===== src/shared/pstat_pkg.sv =====
// Package of register map, field layout and carrier types for protocol status.
package pstat_pkg;

  // ----------------------------------------------------------------
  // Register offsets (byte addresses, one aligned word each except the 60-word sync list block at the list base)
  // ----------------------------------------------------------------
  localparam logic [8:0] opctl_status_off = 9'h000;
  localparam logic [8:0] startup_status_off = 9'h004;
  localparam logic [8:0] indicator_off = 9'h008;
  localparam logic [8:0] cycle_timing_off = 9'h00c;
  localparam logic [8:0] slot_counter_off = 9'h010;
  localparam logic [8:0] correction_off = 9'h014;
  localparam logic [8:0] sync_count_off = 9'h018;
  localparam logic [8:0] sync_list_base_off = 9'h040;

  // ----------------------------------------------------------------
  // Indicator bit positions in the indicator register
  // ----------------------------------------------------------------
  localparam int coldstart_abort_bit = 0;
  localparam int wakeup_rx_a_bit = 1;
  localparam int wakeup_rx_b_bit = 2;
  localparam int sync_overflow_bit = 3;
  localparam int latest_tx_a_bit = 4;
  localparam int latest_tx_b_bit = 5;
  localparam int boundary_a_bit = 6;
  localparam int boundary_b_bit = 7;
  localparam int num_indicators = 8;
  localparam logic [7:0] indicator_reset = 8'h00;

  // ----------------------------------------------------------------
  // List geometry and protocol state encodings
  // ----------------------------------------------------------------
  localparam int list_depth = 15;
  localparam int num_lists = 4;
  localparam logic [3:0] opctl_default_config = 4'h0;
  localparam logic [3:0] opctl_config = 4'h1;

  // ----------------------------------------------------------------
  // Carriers from the protocol engine
  // ----------------------------------------------------------------
  typedef struct packed {
    logic [3:0] opctl_state;
    logic opctl_freeze_flag;
    logic host_ready_request_flag;
    logic host_halt_request_flag;
    logic coldstart_noise_flag;
    logic [1:0] slot_transmission_mode;
    logic [1:0] error_severity_mode;
    logic [4:0] passive_to_active_pair_count;
    logic [2:0] wakeup_outcome;
    logic [3:0] startup_phase;
    logic gateway_sync_flag;
    logic [4:0] coldstart_tries_left;
  } opctl_status_s;

  typedef struct packed {
    logic [13:0] current_macrotick;
    logic [5:0] cycle_number;
    logic [10:0] slot_number_a;
    logic [10:0] slot_number_b;
  } cycle_timing_s;

  typedef struct packed {
    logic [15:0] rate_internal;
    logic [15:0] rate_gateway;
    logic [15:0] offset_internal;
    logic [15:0] offset_gateway;
  } correction_s;

  typedef struct packed {
    logic coldstart_abort;
    logic wakeup_rx_a;
    logic wakeup_rx_b;
    logic sync_overflow;
    logic latest_tx_a;
    logic latest_tx_b;
    logic boundary_a;
    logic boundary_b;
  } event_s;

endpackage


===== src/protocol_status_host_interface.sv =====
// Host-visible protocol status register bank with APB slave.
`timescale 1ns/1ps
//
// Functional notes
// - Indicators are two-valued, set by events, host-cleared.
// - Indicators clear entering default-config or config.
// - Operation control status fields readable by host.
// - Passive-to-active pair count is readable.
// - Gateway sync flag false when gateway absent.
// - Remaining coldstart attempts readable.
// - Coldstart abort indicator sticky until host clear.
// - Wakeup received indicator per channel A, B.
// - Macrotick, cycle, per-channel slot counters readable.
// - Rate snapshot source selected by gateway sync.
// - Offset snapshot source selected by gateway sync.
// - Sync frame overflow indicator sticky.
// - Latest transmit start violation per channel.
// - Slot boundary transmit violation per channel.
// - Four sync ID lists with valid counts.
// - Sync lists update within the allowed window.
// - Missed correction pair count readable.
// - Startup pair snapshot over both channels.
// - External-sync coldstart node startup pair timing.
// - Other nodes startup pair update timing.

module protocol_status_host_interface #(
  parameter bit has_gateway_sink = 1'b1
) (
  // Clock and reset
  input wire logic pclk,
  input wire logic presetn,
  // APB slave
  input wire logic psel,
  input wire logic penable,
  input wire logic pwrite,
  input wire logic [8:0] paddr,
  input wire logic [31:0] pwdata,
  output logic [31:0] prdata,
  output logic pready,
  output logic pslverr,
  // Protocol engine status
  input wire pstat_pkg::opctl_status_s opctl_in,
  input wire pstat_pkg::cycle_timing_s timing_in,
  input wire pstat_pkg::correction_s corr_in,
  input wire logic corr_strobe,
  input wire pstat_pkg::event_s events_in,
  input wire logic [4:0] missed_correction_pair_count,
  // Sync list write port and startup pair snapshot from the clock sync process
  input wire logic sync_list_we,
  input wire logic [1:0] sync_list_sel,
  input wire logic [3:0] sync_list_idx,
  input wire logic [10:0] sync_list_id,
  input wire logic sync_list_commit,
  input wire logic [3:0] sync_list_count,
  input wire logic startup_pair_strobe,
  input wire logic [4:0] startup_pair_count
);

  // ----------------------------------------------------------------
  // Internal state
  // ----------------------------------------------------------------
  logic [pstat_pkg::num_indicators-1:0] indicators;
  logic [pstat_pkg::num_indicators-1:0] event_vec;
  logic [3:0] prev_state;
  logic config_entry;
  logic gw_sync;
  logic [15:0] rate_correction_snapshot;
  logic [15:0] offset_correction_snapshot;
  logic [10:0] sync_ids [pstat_pkg::num_lists*pstat_pkg::list_depth];
  logic [3:0] sync_counts [pstat_pkg::num_lists];
  logic [4:0] startup_pairs;
  logic wr_en;
  logic rd_en;
  logic addr_ok;
  logic [31:0] next_rdata;

  // Absent gateway sink behaves as if the sync flag were false.
  assign gw_sync = has_gateway_sink & opctl_in.gateway_sync_flag;

  // Event vector in indicator bit order.
  assign event_vec = {events_in.boundary_b, events_in.boundary_a,
                      events_in.latest_tx_b, events_in.latest_tx_a,
                      events_in.sync_overflow, events_in.wakeup_rx_b,
                      events_in.wakeup_rx_a, events_in.coldstart_abort};

  // ----------------------------------------------------------------
  // Configuration-state entry detection
  // ----------------------------------------------------------------
  // Tracks the previous state so each entry is seen once.
  always_ff @(posedge pclk or negedge presetn) begin
    if (!presetn) begin
      prev_state <= pstat_pkg::opctl_default_config;
    end else begin
      prev_state <= opctl_in.opctl_state;
    end
  end

  assign config_entry = (opctl_in.opctl_state != prev_state) &&
    ((opctl_in.opctl_state == pstat_pkg::opctl_default_config) ||
     (opctl_in.opctl_state == pstat_pkg::opctl_config));

  // ----------------------------------------------------------------
  // APB decode
  // ----------------------------------------------------------------
  assign wr_en = psel & penable & pwrite;
  assign rd_en = psel & ~pwrite;
  assign pready = 1'b1;

  // ----------------------------------------------------------------
  // Sticky indicators
  // ----------------------------------------------------------------
  // One loop per bit; the event term is first so a set beats the clear.
  genvar g;
  generate
    for (g = 0; g < pstat_pkg::num_indicators; g++) begin : g_ind
      always_ff @(posedge pclk or negedge presetn) begin
        if (!presetn) begin
          indicators[g] <= pstat_pkg::indicator_reset[g];
        end else if (event_vec[g]) begin
          indicators[g] <= 1'b1;
        end else if (config_entry) begin
          indicators[g] <= 1'b0;
        end else if (wr_en && paddr == pstat_pkg::indicator_off &&
                     pwdata[g]) begin
          indicators[g] <= 1'b0;
        end
      end
    end
  endgenerate

  // ----------------------------------------------------------------
  // Correction snapshots
  // ----------------------------------------------------------------
  // Internal values are taken unclamped; the gateway values already hold
  // the source's limits and external terms.
  always_ff @(posedge pclk or negedge presetn) begin
    if (!presetn) begin
      rate_correction_snapshot <= 16'h0000;
      offset_correction_snapshot <= 16'h0000;
    end else if (corr_strobe) begin
      rate_correction_snapshot <= gw_sync ? corr_in.rate_gateway
                                          : corr_in.rate_internal;
      offset_correction_snapshot <= gw_sync ? corr_in.offset_gateway
                                            : corr_in.offset_internal;
    end
  end

  // ----------------------------------------------------------------
  // Sync ID lists
  // ----------------------------------------------------------------
  // The engine writes entries and commits counts within the window that
  // opens at idle time; the block stores them in that same cycle.
  always_ff @(posedge pclk) begin
    if (sync_list_we && sync_list_idx < 4'(pstat_pkg::list_depth)) begin
      sync_ids[sync_list_sel * pstat_pkg::list_depth + sync_list_idx]
        <= sync_list_id;
    end
  end

  always_ff @(posedge pclk or negedge presetn) begin
    if (!presetn) begin
      for (int i = 0; i < pstat_pkg::num_lists; i++) begin
        sync_counts[i] <= 4'h0;
      end
    end else if (sync_list_commit) begin
      sync_counts[sync_list_sel] <= sync_list_count;
    end
  end

  // ----------------------------------------------------------------
  // Startup pair snapshot
  // ----------------------------------------------------------------
  // The strobe timing follows the node role; the block captures at once.
  always_ff @(posedge pclk or negedge presetn) begin
    if (!presetn) begin
      startup_pairs <= 5'h00;
    end else if (startup_pair_strobe) begin
      startup_pairs <= startup_pair_count;
    end
  end

  // ----------------------------------------------------------------
  // Read mux
  // ----------------------------------------------------------------
  always_comb begin
    next_rdata = 32'h0000_0000;
    addr_ok = 1'b1;
    if (paddr == pstat_pkg::opctl_status_off) begin
      next_rdata = {11'h000, opctl_in.opctl_state, opctl_in.opctl_freeze_flag,
        opctl_in.host_ready_request_flag, opctl_in.host_halt_request_flag,
        opctl_in.coldstart_noise_flag, opctl_in.slot_transmission_mode,
        opctl_in.error_severity_mode, opctl_in.passive_to_active_pair_count,
        opctl_in.wakeup_outcome, gw_sync};
    end else if (paddr == pstat_pkg::startup_status_off) begin
      next_rdata = {18'h00000, opctl_in.startup_phase,
        startup_pairs, opctl_in.coldstart_tries_left};
    end else if (paddr == pstat_pkg::indicator_off) begin
      next_rdata = {24'h000000, indicators};
    end else if (paddr == pstat_pkg::cycle_timing_off) begin
      next_rdata = {7'h00, missed_correction_pair_count,
        timing_in.cycle_number, timing_in.current_macrotick};
    end else if (paddr == pstat_pkg::slot_counter_off) begin
      next_rdata = {5'h00, timing_in.slot_number_b, 5'h00,
        timing_in.slot_number_a};
    end else if (paddr == pstat_pkg::correction_off) begin
      next_rdata = {offset_correction_snapshot, rate_correction_snapshot};
    end else if (paddr == pstat_pkg::sync_count_off) begin
      next_rdata = {16'h0000, sync_counts[3], sync_counts[2],
        sync_counts[1], sync_counts[0]};
    end else if (paddr >= pstat_pkg::sync_list_base_off &&
                 paddr < 9'(pstat_pkg::sync_list_base_off +
                 4 * pstat_pkg::num_lists * pstat_pkg::list_depth)) begin
      next_rdata = {21'h000000,
        sync_ids[6'((paddr - pstat_pkg::sync_list_base_off) >> 2)]};
    end else begin
      addr_ok = 1'b0;
    end
  end

  assign pslverr = psel & penable & ~addr_ok;

  // ----------------------------------------------------------------
  // Read data register
  // ----------------------------------------------------------------
  // Loaded on the setup edge, so the word stands through the access
  // phase and cannot race a register that updates on the access edge.
  always_ff @(posedge pclk or negedge presetn) begin
    if (!presetn) begin
      prdata <= 32'h0000_0000;
    end else if (rd_en && !penable) begin
      prdata <= next_rdata;
    end
  end

  // Every indicator bit gets the same guards: an event always lands,
  // and a host one clears the bit unless an event arrives with it.
  generate
    for (g = 0; g < pstat_pkg::num_indicators; g++) begin : g_ind_chk

    end
  endgenerate
endmodule

===== config.mk =====
export PLATFORM = sky130hd
export DESIGN_NAME = protocol_status_host_interface
export DESIGN_NICKNAME = d
export VERILOG_FILES = /design/src/shared/pstat_pkg.sv /design/src/protocol_status_host_interface.sv
export SDC_FILE = /design/constraint.sdc
export NUM_CORES = 1
export LEC_CHECK = 0
export BUFFER_PORTS_ARGS = -buffer_cell sky130_fd_sc_hd__buf_4
export CAP_MARGIN = 15
export CORE_MARGIN = 10
export CORE_UTILIZATION = 60
export DETAILED_ROUTE_END_ITERATION = 16
export PLACE_DENSITY = 0.8
export SYNTH_ARGS = -nofsm -noshare
export SYNTH_HDL_FRONTEND = slang
export SYNTH_SLANG_ARGS = --single-unit

===== constraint.sdc =====
create_clock -name pclk -period 2.4 [get_ports pclk]
set_input_delay 0.24 -clock pclk [delete_from_list [all_inputs] [get_ports pclk]]
set_output_delay 0.24 -clock pclk [all_outputs]
set_load 0.005 [all_outputs]

== Word-level counts from Yosys, hierarchy flattened ==
Memories as Yosys holds them, arrays and structs flattened.
Cells that the tools add are included.
Storage, ports and cells
  register bits after elaboration: 97
  bits in latches: 0
  bits in writable memories: 660
  memory bits (read-only): 0
  input port bits: 225
  output and inout bits: 34
  word-level logic and storage cells: 114
  memories: 1
Operators by class
  add/subtract/negate cells: 2
  multiply operators: 1
  div/mod/pow operators: 0
  magnitude comparators: 5
  eq/ne operators: 8
  shift operators: 0
  muxes and demuxes: 47
  bitwise logic cells: 7
  reduce and logical (&&, ||, !) cells: 26
Memories
  sync_ids: depth 60, bits a word 11, rd ports 1, clocked after Yosys merged registers in 0, write ports 1, RTL line protocol_status_host_interface.sv:69  | logic [10:0] sync_ids [pstat_pkg::num_lists*pstat_pkg::list_depth];
Operators with widths (count)
  $mux W32: 6
  $mux W16: 3
  $mux W1: 34
  $eq A9 B5 Y1 const B: 3
  $reduce_bool A3 Y1: 8
  $eq A9 B4 Y1 const B: 2
  $bwmux W16: 1
  $logic_and A1 B1 Y1: 14
  $mux W11: 1
  $eq A9 B3 Y1 const B: 1
  $ge A9 B7 Y1 const B: 1
  $logic_not A9 Y1: 1
  $lt A9 B9 Y1 const B: 1
  $demux W4 S2: 1
  $sub A8 B7 Y8 const B: 1
  $add A6 B4 Y6: 1
  $mul A2 B4 Y6 const B: 1
  $and A1 B1 Y1: 4
  $eq A4 B1 Y1 const B: 1
  $logic_not A4 Y1: 1
  $lt A4 B4 Y1 const B: 1
  $mux W4: 1
  $ne A4 B4 Y1: 1
  $ge A3 B3 Y1 const B: 1
  other kinds (5): 6

== Logic depth before layout (Yosys ltp) ==
Gate-level depths: netlist (run 1).
  word-level depth: 12
  depth in mapped cells: 11
  gate-level depth less buffers: 9

== Worst setup path before layout (run 1) ==
No wires, ideal clock.
  path type: input to register
  start point: in sync_list_sel[0]
  end point: mem sync_ids[34][0] (enable)
  setup time: 0.378 ns
  arrival: 2.472 ns
  required time: 2.022 ns
  setup slack: -0.450 ns
  cell stages on the path: 8
  path through: fa_1 ha_1 fa_1 nor2_1 o21ai_0 a21oi_1 nand2_1 nor2_1
Between the ends
  cells in the longest elaborated chain, start to end: 2
RTL lines
  start: declaration: RTL line protocol_status_host_interface.sv:50  | input wire logic [1:0] sync_list_sel,
  $mul A2 B4 Y6: RTL line protocol_status_host_interface.sv:155  | sync_ids[sync_list_sel * pstat_pkg::list_depth + sync_list_idx]
  $add A6 B4 Y6: RTL line protocol_status_host_interface.sv:155
  end: declaration: RTL line protocol_status_host_interface.sv:69
Every way passes these cells.

== Worst setup path after layout (run 1) ==
  start point: mem sync_ids[14][5]
  end point: reg prdata[5]
Between the ends
  cells in the longest elaborated chain, start to end: 9
RTL lines
  $mem_v2 Z60 W11
  $mux W11: RTL line protocol_status_host_interface.sv:210  | end else if (paddr >= pstat_pkg::sync_list_base_off &&
  $mux W16: RTL line protocol_status_host_interface.sv:207  | end else if (paddr == pstat_pkg::sync_count_off) begin
  $mux W32: RTL line protocol_status_host_interface.sv:205  | end else if (paddr == pstat_pkg::correction_off) begin
  $mux W32: RTL line protocol_status_host_interface.sv:202  | end else if (paddr == pstat_pkg::slot_counter_off) begin
  $mux W32: RTL line protocol_status_host_interface.sv:199  | end else if (paddr == pstat_pkg::cycle_timing_off) begin
  $mux W32: RTL line protocol_status_host_interface.sv:197  | end else if (paddr == pstat_pkg::indicator_off) begin
  $mux W32: RTL line protocol_status_host_interface.sv:194  | end else if (paddr == pstat_pkg::startup_status_off) begin
  $mux W32: RTL line protocol_status_host_interface.sv:188  | if (paddr == pstat_pkg::opctl_status_off) begin
  end signal: assignment: RTL line protocol_status_host_interface.sv:231  | prdata <= next_rdata;
  end: declaration: RTL line protocol_status_host_interface.sv:38  | output logic [31:0] prdata,
Every way passes these cells.
A chain may end at the register's enable or synchronous reset.

==> results by group, run 1 <==
Finish
  • Layout cells sized above 1: 34.4%
  • Fill count: ~2.6k
  • Area growth syn-to-layout: 26.4%
  • Finished Cell Area: a little under 40000 um^2
  • Fin cells: a little over 3k
  • Final #Nets: between 2k and 3k

Global route
  • Grt ovf: 0
  • First-pass GRT wire length: around 140000 um
  • GRT Total Usage: 30.8%
  • Initial antenna violation count: 3
  • Vias in the first global route: ~21k
  • Largest net degree at the start of global routing: 65

STA
  • Min Tclk post-route: around 2400 ps
  • RSZ-0062 raised after global routing: no
  • Max Clk Rate: approximately 420 MHz
  • Final setup fails: 0
  • Slew margin rel.: between 30% and 40%
  • Fin. Hold Viols: 0
  • Worst Skew: a little under 20 ps
  • Worst hold slack: ~29 ps
  • Slew @ Worst Pin: roughly 940 ps
  • Max Slew Vio Count: 0
  • Part of the cycle the worst path needs: 99.2%
  • Fin worst setup slack: ~19 ps

Clock tree
  • Clock Tree Buf Depth: 3
  • CTS clk-pin slew, worst paths: approximately 60 ps
  • CTS Buf Count: 74
  • Clock Tree Root: clkbuf_16
  • Clock sink count: 757
  • Post-CTS Setup Inserts: 0
  • CTS H-tree lvls: 3
  • CTS tree: yes
  • Clock Latency Late Sink: slightly above 600 ps

Place
  • IO buf count: ~230
  • Post-Place Cell Area: 35800 um^2
  • Inst Count DP: roughly 2.9k
  • Post-DP HPWL: approximately 60000 um
  • Gpl congestion: between 0.9 and 1
  • Pre-CTS WS: -752 ps

Setup path
  • Worst-path maximum fanout: 1
  • WS Path Type: register to register
  • Arr. time, crit path: 2880 ps
  • Cells along the critical path: mux4_2 -> a22o_1 -> a211oi_1 -> buf_4 -> a31oi_1 -> a221o_1 -> o2111a_1
  • CP Capture Type: register
  • FF-to-FF path depth: 7
  • Max incr delay on CP: about 520 ps
  • Crit path launch type: register
  • Worst Path Required: 2900 ps
  • CP max stage cell: mux4_2

Floorplan
  • Boundary Pins: approximately 260
  • Die X: around 250 um
  • Core ar.: 51400 um^2
  • Row count: between 80 and 90
  • Starting Density: between 60 and 70%
  • Die Ht: between 200 and 250 um
  • Die area: approximately 60000 um^2

Yosys
  • Synthesized area per cell: 17.4 um^2
  • Post-synthesis compound-gate area fraction: 6.41%
  • Mux contribution to synthesized area: roughly 15%
  • Post-Synth XOR/XNOR Area: less than 1%
  • Yosys warns: 0
  • Cell taking the most area after synthesis: edfxtp_1
  • Largest family of logic cells by synthesized area: multiplexers
  • Largest cells by area after synthesis: edfxtp_1 (63%), mux4_2 (9.8%), dfrtp_1 (7.8%)
  • Post-Synth Simple-Gate Area: about 4.7%
  • Post-synthesis instance total: 1798
  • Yosys cell types: between 70 and 80
  • Synth Net Count: about 2.0k
  • Register area share after synthesis: a little under three quarters
  • Number of synthesized flops with an enable pin: 660
  • Post-synthesis async set-or-reset flop share: about 13%
  • Yosys reg bits: around 760
  • Top cell type's share of synthesized area: ~63%
  • Synth Area in Adders: less than 1%
  • Top FF cell, synth: edfxtp_1
  • Mapped Area: approximately 31000 um^2

Power and ir drop
  • Worst vdd ir: roughly 0.00077 V
  • Pwr Density: about 760 nW/um^2
  • Leak: 14.1 nW

Drt
  • Initial DRC count: approximately 2.7k
  • Antenna Violating Nets Remaining: 0
  • DR vias/cell: between 6 and 7
  • Via Count: just over 20k
  • Final wirelength: roughly 95000 um
  • DRT Pass-1 Iters: 7
  • DR DRC count: 0
  • Routed wire per std cell: just over 30 um

Min path
  • Worst min path class: input pin to register
  • Worst hold stages: 3

Outcome
  • Status: finished clean

Run
  • MaxCap Viol Count: 0
[sequential cells by signal, summed over array words and instances (netlist names)]
name,cells
startup_pairs,5
prev_state,4
sync_ids,660
offset_correction_snapshot,16
rate_correction_snapshot,16
prdata,32
sync_counts,16
indicators,8
[where the power goes]
group	switching (mW)	leakage [nW]	internal, mW	total (mW)
clock network	5.05	1.18	6.65	11.7
registers	0.219	7.08	14.8	15.0
logic	1.75	5.87	1.42	3.17
[metrics by stage]
stage               util, %  setup TNS [ps]  total power [mW]
floorplan                 -         -202510              16.5
global placement       69.7         -228090              18.0
detailed placement     69.7         -258390              18.1
CTS                    76.8               0              29.9
global route           76.8               0              30.7
finish                 76.8               0              29.9
[per-layer routing]
metal	GRT usage [%]	wire length [um]	vias to the layer above
li1	-	-	8361
met1	40.1	33900	10300
met2	49.2	45500	1605
met3	6.52	10700	275
met4	14.8	4840	0
met5	0	0	-
[what timing repair did]
item	CTS	global route
resized for setup	8	1
pin swaps	1	3
endpoints found under the hold margin	149	0
setup endpoints to repair	3	26
hold buffers	120	0
[layout make-up]
cell class / count / area (um^2) / share of cell area [%]
Antenna cell: 3 / 7.51 / 0.0190
Clock buffer: 87 / 1950 / 4.94
Clock inverter: 50 / 485 / 1.23
Inverter: 16 / 60.1 / 0.152
Multi-Input combinational cell: 920 / 8560 / 21.7
Sequential cell: 757 / 22200 / 56.3
Tap cell: 680 / 851 / 2.15
Timing Repair Buffer: 602 / 5340 / 13.5
[kinds of logic (layout without fill, tap and decap cells)]
logic type	count (synthesis)	in the layout
multiplexers	283	283
AND/OR/NAND/NOR	320	320
XOR/XNOR	4	4
other	1	4
flip-flops	757	757
buffers and inverters	121	755
adder cells (fa/ha/maj)	15	15
AO/OA/AOI/OAI	297	297
[cells in the final DEF, fill, tap and decap left out, types with 10 or more instances in the layout]
cell / instances
buf_4: 439
inv_1: 15
mux2i_1: 100
a21oi_1: 71
mux4_2: 136
ha_1: 10
nand3_1: 25
dfrtp_1: 97
a31oi_1: 12
a221oi_1: 14
edfxtp_1: 660
nor2_2: 14
mux2_2: 43
buf_12: 41
a22oi_1: 33
nor2_1: 105
nand2_1: 101
clkbuf_16: 75
nor2_4: 11
clkinv_1: 12
o21ai_0: 66
clkinv_2: 14
o221ai_1: 18
dlygate4sd3_1: 120
[critical path, delay by kind of cell, from the launching register on]
kind / cells / cell delay [ps]
AO/OA/AOI/OAI: 5 / 1170
multiplexers: 1 / 520
flip-flops: 1 / 410
buffers and inverters: 1 / 160
[cell usage after synthesis, types with 5 or more instances]
| cell | count |
|---|---|
| nor2b_1 | 9 |
| a31o_2 | 8 |
| mux4_2 | 136 |
| dfrtp_1 | 97 |
| a31oi_1 | 12 |
| nand2_1 | 102 |
| nor2_1 | 129 |
| nand3b_1 | 5 |
| buf_4 | 20 |
| edfxtp_1 | 660 |
| nand4_1 | 7 |
| o221a_2 | 5 |
| o21ai_0 | 66 |
| a221oi_1 | 15 |
| a211oi_1 | 9 |
| buf_6 | 10 |
| mux2i_1 | 101 |
| clkbuf_1 | 38 |
| buf_2 | 31 |
| ha_1 | 11 |
| a22oi_1 | 33 |
| a21oi_1 | 72 |
| inv_1 | 15 |
| a22o_1 | 8 |
| a2111oi_0 | 6 |
| o221ai_1 | 18 |
| a211o_1 | 5 |
| nand3_1 | 25 |
| nand2b_1 | 9 |
| nor3_1 | 6 |
| mux2_2 | 43 |
[worst paths after layout]
kind / end / startpoint / slack [ps]
worst max-delay path: prdata[5] / sync_ids[14][5] / 20
worst min register to register: prdata[12] / prdata[12] / 500
worst min-delay path: offset_correction_snapshot[13] / corr_in[29] / 30
min in group asynchronous: prdata[23] / presetn / 170
worst max register to register: prdata[5] / sync_ids[14][5] / 20
max in group asynchronous: offset_correction_snapshot[2] / presetn / 1610
Power figures use the tool's default switching activity.
==> run 2, diff against run 1 <==
--- a/config.mk
+++ b/config.mk
@@ -11,6 +11,7 @@
 export CORE_UTILIZATION = 60
 export DETAILED_ROUTE_END_ITERATION = 16
 export PLACE_DENSITY = 0.8
+export RECOVER_POWER = 100
 export SYNTH_ARGS = -nofsm -noshare
 export SYNTH_HDL_FRONTEND = slang
 export SYNTH_SLANG_ARGS = --single-unit
==> results by group, run 2 (synthesis gave the netlist of run 1 again) <==
Drt
  • DR DRC count: 0 (unchanged)
  • Via Count: 20.6k (+0.26%)
  • Routed wire per std cell: 30.5 um (+0.31%)
  • DR vias/cell: 6.61 (+0.23%)
  • Final wirelength: 95200 um (+0.34%)
  • Antenna Violating Nets Remaining: 0 (unchanged)
  • DRT Pass-1 Iters: 6 (-1)
  • Initial DRC count: 2457 (-8.4%)

Global route
  • Grt ovf: 0 (unchanged)
  • Initial antenna violation count: 3 (unchanged)
  • First-pass GRT wire length: 139000 um (unchanged)
  • Vias in the first global route: 20.8k (unchanged)
  • Largest net degree at the start of global routing: 65 (unchanged)
  • GRT Total Usage: 30.8% (unchanged)

Floorplan
  • Die X: 248 um (unchanged)
  • Row count: 83 (unchanged)
  • Die area: 61600 um^2 (unchanged)
  • Die Ht: 248 um (unchanged)
  • Boundary Pins: 259 (unchanged)
  • Core ar.: 51400 um^2 (unchanged)
  • Starting Density: 60.8% (unchanged)

Finish
  • Max reg flops: 660 (unchanged)
  • Largest register by flop count: sync_ids
  • Commonest non-fill, non-tap cell in the layout: edfxtp_1
  • Area growth syn-to-layout: 24.9%
  • Fill count: 2784 (+5.2%)
  • Layout cells sized above 1: 32.5% (-1.9 points)
  • Final #Nets: 2611 (unchanged)
  • Fin cells: 3116 (+0.032%)
  • Most frequent cells in the layout: edfxtp_1 (660), buf_4 (339), mux4_2 (136)
  • Biggest regs: sync_ids (660), prdata (32)

STA
  • Slew @ Worst Pin: 2030 ps (+1090 ps)
  • Max Slew Vio Count: 706 (+706)
  • Fin worst setup slack: 41.4 ps (+22.1 ps)
  • Max Clk Rate: 424 MHz (+0.94%)
  • Slew margin rel.: -35.1% (-72 points)
  • Min Tclk post-route: 2360 ps (-22.1 ps)
  • Final setup fails: 0 (unchanged)
  • Worst Skew: 24.0 ps (+4.24 ps)
  • Part of the cycle the worst path needs: 98.3% (-0.92 points)
  • Fin. Hold Viols: 0 (unchanged)

Clock tree
  • CTS tree: yes
  • CTS clk-pin slew, worst paths: 60 ps (about the same)
  • CTS Buf Count: 74 (unchanged)
  • Clock Latency Late Sink: 630 ps (about the same)
  • Post-CTS Setup Inserts: 0 (unchanged)
  • Clock sink count: 757 (unchanged)
  • Clock Tree Root: clkbuf_16
  • Clock Tree Buf Depth: 3 (unchanged)
  • CTS H-tree lvls: 3 (unchanged)

Setup path
  • Worst Path Required: 2890 ps (about the same)
  • Cells along the critical path: mux4_2 -> a22o_1 -> a211oi_1 -> buf_4 -> a31oi_1 -> a221o_1 -> o2111a_1
  • WS Path Type: register to register
  • Crit path launch type: register
  • CP Capture Type: register
  • Max incr delay on CP: 520 ps (about the same)
  • CP max stage cell: mux4_2
  • Arr. time, crit path: 2850 ps (-30 ps)
  • Worst-path maximum fanout: 1 (unchanged)

Power and ir drop
  • Worst vdd ir: 0.000769 V (+0.19%)
  • Leak: 13.9 nW (-1.7%)
  • Pwr Density: 763 nW/um^2 (+0.87%)

Place
  • IO buf count: 233 (unchanged)
  • Post-DP HPWL: 61300 um (unchanged)
  • Pre-CTS WS: -752 ps (unchanged)
  • Inst Count DP: 2855 (unchanged)
  • Gpl congestion: 0.954 (unchanged)

Outcome
  • Failing checks: max-capacitance violations, max-slew violations
  • Status: complete, but fails checks

Run
  • MaxCap Viol Count: 12 (+12)

Min path
  • Worst min path class: input pin to register
==> run 2: per-layer routing <==
metal  global-route usage [%]  routed length [um]
met5                        0                   0
met4                     14.8                5030
met3                     6.52               11100
met2                     49.2               45300
met1                     40.1               33800
==> run 2: layout make-up <==
type	count	area (um^2)	share of cell area (%)
Antenna cell	4	10.0	0.0256
Clock buffer	87	1950	5.00
Clock inverter	50	485	1.24
Inverter	16	60.1	0.154
Multi-Input combinational cell	920	8530	21.8
Sequential cell	757	22200	57.0
Tap cell	680	851	2.18
Timing Repair Buffer	602	4910	12.6
==> run 2: critical path, delay by kind of cell, from the launching register on <==
family	cells	cell delay, ps
multiplexers	1	520
flip-flops	1	400
AO/OA/AOI/OAI	5	1160
buffers and inverters	1	160
==> run 2: final timing paths <==
check,endpoint,start,depth (start not counted),slack (ps)
setup / recovery,prdata[5],sync_ids[14][5],7,40
hold / removal,rate_correction_snapshot[0],corr_in[48],3,40
setup reg to reg,prdata[5],sync_ids[14][5],7,40
hold reg to reg,prdata[12],prdata[12],2,490
max in group asynchronous,offset_correction_snapshot[2],presetn,3,340
min in group asynchronous,prdata[23],presetn,2,780
==> run 2: per-stage QoR <==
stage / power [mW] / setup TNS (ps) / area [um^2] / hold WS (ps) / util, %
after floorplan: 16.5 / -202510 / 31400 / -55.6 / -
after global placement: 18.0 / -228090 / 35800 / 232 / 69.7
after detailed placement: 18.1 / -258390 / 35800 / 232 / 69.7
after CTS: 29.9 / 0 / 39500 / 3.33 / 76.8
after global routing: 30.6 / -58.5 / 39000 / 33.7 / 76.0
final: 29.8 / 0 / 39000 / 40.7 / 76.0
==> run 2: power by group <==
group | switching [mW] | internal (mW)
Sequential | 0.218 | 14.8
Combinational | 1.75 | 1.35
Clock | 5.03 | 6.65
==> run 2: timing repair <==
| action | CTS | global route |
|---|---|---|
| hold buffers | 120 | 0 |
| hold endpoints to repair | 149 | 0 |
| setup endpoints to repair | 3 | 26 |
| resized for setup | 8 | 1 |
| pin swaps | 1 | 3 |
